## src/hw/cmpc_map.vh

```
// Purpose: Constants for the comparator output control block
// Assumes: Included by bare name from hw design files
// Notes:   Register offsets are byte addresses on the plain register port
`ifndef CMPC_MAP_VH
`define CMPC_MAP_VH
`define CMPC_AW              4
`define CMPC_DW              8
`define CMPC_OFS_CTRL_A      4'h0
`define CMPC_OFS_CTRL_B      4'h1
`define CMPC_OFS_MIRROR      4'h2
`define CMPC_OFS_FLAGS       4'h3
// Control A bit positions
`define CMPC_A_SYNC          0
`define CMPC_A_HYS           1
`define CMPC_A_SPEED         2
`define CMPC_A_POL           4
`define CMPC_A_OE            5
`define CMPC_A_OUT           6
`define CMPC_A_EN            7
`define CMPC_A_WMASK         8'hb7
// Control B bit positions
`define CMPC_B_RISE          7
`define CMPC_B_FALL          6
`define CMPC_B_IE            5
`define CMPC_B_WMASK         8'he0
// Reset values
`define CMPC_RST_A           8'h04
`define CMPC_RST_B           8'h00
`define CMPC_FLAG_BIT        0
`endif

```

## src/hw/cmpc_sync3.v

```verilog
// Purpose: Three-stage synchroniser for asynchronous inputs
// Assumes: One clock, asynchronous active-low reset
// Notes:   A change counts once stages two and three agree
`timescale 1ns/100ps
`default_nettype none
module cmpc_sync3 (
    input  wire clk_i,
    input  wire resetn_i,
    input  wire d_i,
    output reg  q_o
);
    reg s1;
    reg s2;
    reg s3;
    always @(posedge clk_i or negedge resetn_i) begin
        if (!resetn_i) begin
            s1  <= 1'b0;
            s2  <= 1'b0;
            s3  <= 1'b0;
            q_o <= 1'b0;
        end else begin
            s1 <= d_i;
            s2 <= s1;
            s3 <= s2;
            if (s2 == s3) begin
                q_o <= s3;
            end
        end
    end
endmodule
`default_nettype wire

```

## src/hw/cmpc_core.v

```verilog
// Purpose: Digital side of one analog comparator
// Assumes: Instruction cycle is one clk_i cycle; analog and timer clock inputs are asynchronous
// Notes:   Pin value is combinational from the synchronised result, only the internal copy is latched
//
// Function
// Raw result high when plus exceeds minus
// Comparator works only while enabled
// Output shown in status and mirror bits
// Pin driven when output enable, direction, enable
// Output enable overrides port latch, enable aside
// Internal output latched each instruction cycle
// Invert bit flips raw result
// Speed bit resets to one, normal speed
// Hysteresis enable bit switches hysteresis on
// Output offered as gate timer gate source
// Sync captures output on timer clock fall
// Prescaled timer clock used for sync edge
// Timer counts on rising edge, no race
// Software enables sync when gating timer
// Separate rising and falling edge detectors
// Enabled edge sets interrupt flag
// Software sets enables to receive interrupts
// Flag stays set until software clears
// Edge during clear leaves flag set
// Polarity or enable toggle may set flag
// Edge detect compares with previous cycle
//
// Design decisions made here: the strobed register port and the register addresses.
`timescale 1ns/100ps
`default_nettype none
`include "cmpc_map.vh"
module cmpc_core (
    input  wire                   clk_i,
    input  wire                   resetn_i,
    input  wire [`CMPC_AW-1:0]    addr_i,
    input  wire [`CMPC_DW-1:0]    wdata_i,
    input  wire                   wr_i,
    input  wire                   rd_i,
    output reg  [`CMPC_DW-1:0]    rdata_o,
    input  wire                   analog_cmp_i,
    input  wire                   pin_direction_bit_i,
    input  wire                   port_latch_i,
    input  wire                   timer_clk_i,
    input  wire                   timer_prescaled_clk_i,
    input  wire                   timer_prescale_on_i,
    output wire                   pin_o,
    output wire                   pin_oe_o,
    output wire                   analog_enable_o,
    output wire                   speed_normal_o,
    output wire                   hysteresis_enable_o,
    output reg                    gate_source_o,
    output wire                   comparator_irq_flag_o,
    output wire                   comparator_irq_enable_o
);
    reg  [`CMPC_DW-1:0] ctrl_a;
    reg  [`CMPC_DW-1:0] ctrl_b;
    reg                 irq_flag;
    reg                 out_latched;
    reg                 out_prev;
    reg                 tclk_prev;
    wire                raw_sync;
    wire                tclk_sync;
    wire                tpre_sync;
    wire                comparator_enable_bit;
    wire                output_invert_bit;
    wire                pin_output_enable_bit;
    wire                timer_sync_enable_bit;
    wire                live_out;
    wire                tclk_sel;
    wire                tclk_fall;
    wire                rise_evt;
    wire                fall_evt;
    wire                set_flag;
    wire                clr_flag;

    cmpc_sync3 u_sync_cmp (
        .clk_i    (clk_i),
        .resetn_i (resetn_i),
        .d_i      (analog_cmp_i),
        .q_o      (raw_sync)
    );
    cmpc_sync3 u_sync_tclk (
        .clk_i    (clk_i),
        .resetn_i (resetn_i),
        .d_i      (timer_clk_i),
        .q_o      (tclk_sync)
    );
    cmpc_sync3 u_sync_tpre (
        .clk_i    (clk_i),
        .resetn_i (resetn_i),
        .d_i      (timer_prescaled_clk_i),
        .q_o      (tpre_sync)
    );

    assign comparator_enable_bit = ctrl_a[`CMPC_A_EN];
    assign output_invert_bit     = ctrl_a[`CMPC_A_POL];
    assign pin_output_enable_bit = ctrl_a[`CMPC_A_OE];
    assign timer_sync_enable_bit = ctrl_a[`CMPC_A_SYNC];

    // Disabled comparator reads low before inversion, so toggling enable or invert makes edges
    assign live_out = (raw_sync & comparator_enable_bit) ^ output_invert_bit;
    assign analog_enable_o     = comparator_enable_bit;
    assign speed_normal_o      = ctrl_a[`CMPC_A_SPEED];
    assign hysteresis_enable_o = ctrl_a[`CMPC_A_HYS];

    // Pin value unlatched; direction bit low means output
    assign pin_oe_o = pin_output_enable_bit & ~pin_direction_bit_i & comparator_enable_bit;
    assign pin_o    = pin_output_enable_bit ? live_out : port_latch_i;

    assign tclk_sel  = timer_prescale_on_i ? tpre_sync : tclk_sync;
    assign tclk_fall = tclk_prev & ~tclk_sel;

    assign rise_evt = out_latched & ~out_prev;
    assign fall_evt = ~out_latched & out_prev;
    assign set_flag = (rise_evt & ctrl_b[`CMPC_B_RISE]) | (fall_evt & ctrl_b[`CMPC_B_FALL]);
    assign clr_flag = wr_i && (addr_i == `CMPC_OFS_FLAGS) && !wdata_i[`CMPC_FLAG_BIT];

    assign comparator_irq_flag_o   = irq_flag;
    assign comparator_irq_enable_o = ctrl_b[`CMPC_B_IE];

    always @(posedge clk_i or negedge resetn_i) begin
        if (!resetn_i) begin
            ctrl_a <= `CMPC_RST_A;
            ctrl_b <= `CMPC_RST_B;
        end else if (wr_i) begin
            if (addr_i == `CMPC_OFS_CTRL_A) begin
                ctrl_a <= wdata_i & `CMPC_A_WMASK;
            end
            if (addr_i == `CMPC_OFS_CTRL_B) begin
                ctrl_b <= wdata_i & `CMPC_B_WMASK;
            end
        end
    end

    always @(posedge clk_i or negedge resetn_i) begin
        if (!resetn_i) begin
            out_latched <= 1'b0;
            out_prev    <= 1'b0;
            tclk_prev   <= 1'b0;
        end else begin
            out_latched <= live_out;
            out_prev    <= out_latched;
            tclk_prev   <= tclk_sel;
        end
    end

    // Gate source follows output directly, or only on timer clock fall when sync is set
    always @(posedge clk_i or negedge resetn_i) begin
        if (!resetn_i) begin
            gate_source_o <= 1'b0;
        end else if (!timer_sync_enable_bit || tclk_fall) begin
            gate_source_o <= live_out;
        end
    end

    // Set beats clear so no edge is lost
    always @(posedge clk_i or negedge resetn_i) begin
        if (!resetn_i) begin
            irq_flag <= 1'b0;
        end else if (set_flag) begin
            irq_flag <= 1'b1;
        end else if (clr_flag) begin
            irq_flag <= 1'b0;
        end
    end

    always @(posedge clk_i or negedge resetn_i) begin
        if (!resetn_i) begin
            rdata_o <= 8'h00;
        end else if (rd_i) begin
            case (addr_i)
                `CMPC_OFS_CTRL_A: begin
                    rdata_o <= {ctrl_a[`CMPC_A_EN], out_latched, ctrl_a[`CMPC_A_OE:0]};
                end
                `CMPC_OFS_CTRL_B: begin
                    rdata_o <= ctrl_b;
                end
                `CMPC_OFS_MIRROR: begin
                    rdata_o <= {7'h00, out_latched};
                end
                `CMPC_OFS_FLAGS: begin
                    rdata_o <= {7'h00, irq_flag};
                end
                default: begin
                    rdata_o <= 8'h00;
                end
            endcase
        end else begin
            rdata_o <= 8'h00;
        end
    end
endmodule
`default_nettype wire

```

## config.mk

```make
export PLATFORM = sky130hd
export DESIGN_NAME = cmpc_core
export DESIGN_NICKNAME = d
export VERILOG_FILES = /design/src/hw/cmpc_sync3.v /design/src/hw/cmpc_core.v
export VERILOG_INCLUDE_DIRS = /design/src /design/src/hw
export SDC_FILE = /design/constraint.sdc
export NUM_CORES = 1
export LEC_CHECK = 0
export ABC_AREA = 1
export BUFFER_PORTS_ARGS = -buffer_cell sky130_fd_sc_hd__buf_2
export CORE_AREA = 2 2 61 46
export DETAILED_ROUTE_END_ITERATION = 8
export DIE_AREA = 0 0 63 48
export PLACE_DENSITY = 0.83
export SLEW_MARGIN = 20
export SYNTH_ARGS = -nofsm -noshare
export SYNTH_HDL_FRONTEND = slang
export SYNTH_SLANG_ARGS = --single-unit
```

## constraint.sdc

```tcl
create_clock -name clk_i -period 1.4 [get_ports clk_i]
set_clock_uncertainty 0.05 [all_clocks]
set_input_delay 0.07 -clock clk_i [delete_from_list [all_inputs] [get_ports clk_i]]
set_output_delay 0.07 -clock clk_i [all_outputs]
set_load 0.01 [all_outputs]
```

Word-level counts from Yosys, hierarchy flattened
Index checks and enable logic that the tools add are counted.
{ "totals": {"word_cells": 55, "output_inout_bits": 16, "register_bits": 34, "in_bits": 22} }
{ "classes": {"bitwise": 14, "muxes": 6, "n_reduce_logical": 9, "eq_ne": 6} }
{ "ops": {"columns": ["operator", "count"], "rows": [
  ["$pmux W8 S4", 1],
  ["$and A1 B1 Y1", 8],
  ["$eq A4 B2 Y1 const B", 2],
  ["$mux W8", 1],
  ["$eq A4 B1 Y1 const B", 1],
  ["$logic_not A4 Y1", 1],
  ["$mux W1", 4],
  ["$not A1 Y1", 4],
  ["$reduce_and A2 Y1", 2],
  ["$eq A1 B1 Y1", 3],
  ["$logic_and A1 B1 Y1", 2],
  ["$logic_not A1 Y1", 2],
  ["$reduce_bool A2 Y1", 1],
  ["$logic_or A1 B1 Y1", 1],
  ["$or A1 B1 Y1", 1],
  ["$xor A1 B1 Y1", 1]
]} }

Depth between registers and ports, before layout
{ "depth": {"word_depth": 5, "depth_mapped": 6, "ltp_nobuf": 6} }

Cells and area by module
A second synthesis with hierarchy kept.
{ "unflattened": {"cells_unflattened": 128, "area_unflattened_um2": 1258.7} }
{ "by_module_without_submodules": {"columns": ["mod", "area_per_inst_um2", "instances", "seq_area_each_um2", "cells_each"], "rows": [
  ["cmpc_core", 909.6, 1, 526.8, 104],
  ["cmpc_sync3", 116.4, 3, 100.1, 8]
]} }

Worst setup path after synthesis
Ideal clock, no wire load.
{ "synth_timing": {"path_kind": "reg-to-output", "startpoint": "register ctrl_a[7]", "endpoint": "output port pin_o", "setup_slack_ns": 0.380, "stages_incl_launch_ff": 5, "required_ns": 1.280, "t_arrival_ns": 0.900, "path_buffers": 0, "cell_sequence": "dfrtp_1 -> nand2_1 -> xor2_1 -> nand2_1 -> o21ai_0"} }
{ "synth_between": {"elab_chain_cells": 3} }
{ "synth_lines": {"columns": ["element", "line", "rtl"], "rows": [
  ["from (decl)", "cmpc_core.v:55", "reg [`CMPC_DW-1:0] ctrl_a;"],
  ["from (signal assigned)", "cmpc_core.v:123", "ctrl_a <= `CMPC_RST_A;"],
  ["from (signal assigned)", "cmpc_core.v:127", "ctrl_a <= wdata_i & `CMPC_A_WMASK;"],
  ["$and A1 B1 Y1", "cmpc_core.v:101", "assign live_out = (raw_sync & comparator_enable_bit) ^ output_invert_bit;"],
  ["$xor A1 B1 Y1", "cmpc_core.v:101", null],
  ["net live_out", "cmpc_core.v:68", "wire live_out;"],
  ["$mux W1", "cmpc_core.v:108", "assign pin_o = pin_output_enable_bit ? live_out : port_latch_i;"],
  ["to (decl)", "cmpc_core.v:46", "output wire pin_o,"]
]} }
The timed path passes the listed nets, and every way through them passes these cells.

Worst setup path after layout
Same ends and word-level chain as after synthesis.

==> results.tsv <==
metric	value	unit
status	finished, final reports clean	
max_freq	0.719	GHz
tritoncts	done	
rsz0062_at_grt	yes	
reg.largest.list	rdata_o (7), ctrl_a (6), ctrl_b (3)	
worstPathRequired	1.28	ns
drt.antenna.violating_nets	0	
cts-htree-levels	2	
powerDensity	1210	mW/mm^2
slew_headroom	52.5	%
die_h	48	um
synthTopCellsByArea	dfrtp_1, nand2_1, nand3_1, inv_1, maj3_1	
crit_type	reg2out	
die_w	63	um
fillers	192	
antenna_found_initial	0	
endpoint	pin_o	
area_growth	37.3	%
fin_area	0.00170	mm^2
drc	0	
slew_violations	0	
grt_pass1_vias	922	
start_util	52.0	%
dieArea	0.00302	mm^2
synth-warning-count	0	
yosys.area_share.adder	2.42	%
worst_slack	0.00998	ns
cts-root-buf	clkbuf_4	
yosys.cell_types.count	21	
critPathLaunchType	register	
synth_top_cell_area_share	64.6	%
drive_above_1_share	30.6	%
place_congestion	0.827	
synth.largest_area_cell	dfrtp_1	
wl	2.50	mm
busiest_layer	met2	
synth_xor_area_share	0.706	%
pin_count	38	
dp_cells	187	
setup_viol	0	
port-buffer-count	35	
syn_area	0.00124	mm^2
cpPeakStageDelay	0.41	ns
crit_arrival	1.27	ns
r2r_end	u_sync_cmp.q_o	
largest_register	rdata_o	
timing.final.hold_violations	0	
dr_total_vias	1036	
synth_top_family_by_area	simple AND/OR/NAND/NOR gates	
synthCells	119	
ir_worst_vdd	0.615	mV
dr.pass1.iters	4	
startpoint	ctrl_a[7]	
grtUsageMet3	5.88	%
met2_usage	31.5	%
end_kind	output port	
track_usage	18.4	%
synth_compound_area_share	4.54	%
grt_remaining_overflow	0	
path_cells	nand2_2 > xor2_2 > nand2_1 > o21ai_1 > buf_2	
diodes	0	
grt_max_degree	34	
use_met1	22.9	%
core	0.00238	mm^2
post_layout_nonfiller_instances	214	
fin_crit	1.39	ns
holdWs	0.0251	ns
maxCapViolCount	0	
reg2reg_from	u_sync_cmp.q_o	
viasPerCell	4.84	
wl_per_cell	11.7	um
min_path_type	in2reg	
worst-path-max-fanout	2	
period_share	99.3	%
place_ws	0.182	ns
clk_latency	0.32	ns
numClockSinks	33	
synth_mux_area_share	0	%
synth-simple-area-share	20.9	%
clkSlewWorstSetupHoldPaths	0.09	ns
dp_hpwl	1.76	mm
postSynthAreaPerCell	10.4	um^2
ff2ff_setup_slack	0.24	ns
drt_iter0_markers	38	
seq_area_frac_synth	66.7	%
worst-slew-pin-transition	0.713	ns
critical_path.slowest_cell	dfrtp_1	
largest_reg_flops	7	
placed_area	0.00145	mm^2
leakage	0.890	nW
synth-seq-cells	33	
reg2reg_depth	3	
numCtsBuffers	5	
finalNetCount	202	
rows	15	
grt_pass1_wl	4.02	mm
clock_path_buffers	2	
syn-num-nets	141	
==> layer usage <==
metal	wire length [um]	part of all wire (%)	up-vias
met3	177	7.1	5
li1	-	-	503
met5	0	0	-
met4	29	1.2	0
met1	1140	46	487
met2	1160	46	41
==> cell type report <==
class | count | area (um^2) | share of cell area, %
Tap cell | 34 | 42.5 | 2.50
Sequential cell | 33 | 827 | 48.6
Clock buffer | 7 | 55.1 | 3.23
Multi-Input combinational cell | 73 | 368 | 21.6
Timing Repair Buffer | 55 | 363 | 21.3
Inverter | 12 | 47.5 | 2.79
==> metrics by stage <==
stage                     util (%)  power [W]  TNS [ns]
after floorplan                  -    0.00133         0
after global placement        60.8    0.00147         0
after detailed placement      60.8    0.00149         0
after CTS                     70.8    0.00207   -0.0166
after global routing          71.4    0.00219   -0.0644
final                         71.4    0.00207         0
==> cells in the final DEF, fill, tap and decap left out, drive strengths merged <==
cell,Yosys,final
buf,1,40
nand2,34,34
dfrtp,32,32
dlygate4sd3,0,15
inv,12,12
nand3,10,10
nor2,7,7
clkbuf,0,7
o21ai,7,7
nand4,4,4
a21oi,3,3
maj3,3,3
nor3,2,2
xor2,1,1
a31oi,1,1
conb,1,1
dfstp,1,1
==> worst min path at each step <==
stage          startpoint               endpoint  slack, ns  cells past startpoint
2_1_floorplan    resetn_i  comparator_irq_flag_o      -0.28                      0
3_3_place_gp     resetn_i             rdata_o[0]       0.09                      1
3_5_place_dp     resetn_i             rdata_o[0]        0.1                      1
4_1_cts         addr_i[1]             rdata_o[4]       0.01                      4
5_1_grt              wr_i              ctrl_a[4]       0.03                      3
6_report             wr_i              ctrl_a[4]       0.03                      3
==> where the power goes <==
group	switching (W)	internal, W
registers	0.0000935	0.00108
logic	0.000199	0.000184
clock network	0.000275	0.000237
total	0.000567	0.00150
==> cell usage after synthesis, drive strengths merged <==
cell type,count
dfstp,1
maj3,3
nor3,2
nand3,10
nand2,34
a31oi,1
nor2,7
buf,1
a21oi,3
xor2,1
dfrtp,32
nand4,4
o21ai,7
conb,1
inv,12
==> kinds of logic (layout without fill, tap and decap cells) <==
| family | Yosys count | count (layout) |
|---|---|---|
| flip-flops | 33 | 33 |
| other | 1 | 1 |
| AND/OR/NAND/NOR | 57 | 57 |
| buffers and inverters | 13 | 74 |
| AO/OA/AOI/OAI | 11 | 11 |
| XOR/XNOR | 1 | 1 |
| adder cells (fa/ha/maj) | 3 | 3 |
==> worst max-delay path, delay by kind of cell, from the launching register on <==
family	cells	cell delay, ns
AO/OA/AOI/OAI	1	0.08
XOR/XNOR	1	0.16
buffers and inverters	1	0.14
flip-flops	1	0.41
AND/OR/NAND/NOR	2	0.16
==> timing repair <==
item / in CTS / in global routing
pin swaps: 2 / 2
buffers inserted: 3 / 2
setup endpoints to repair: 1 / 1
hold buffers: 15 / 0
hold endpoints to repair: 47 / 0
gates resized for setup: 4 / 0
Note: power is estimated with default switching activity, not from simulation.
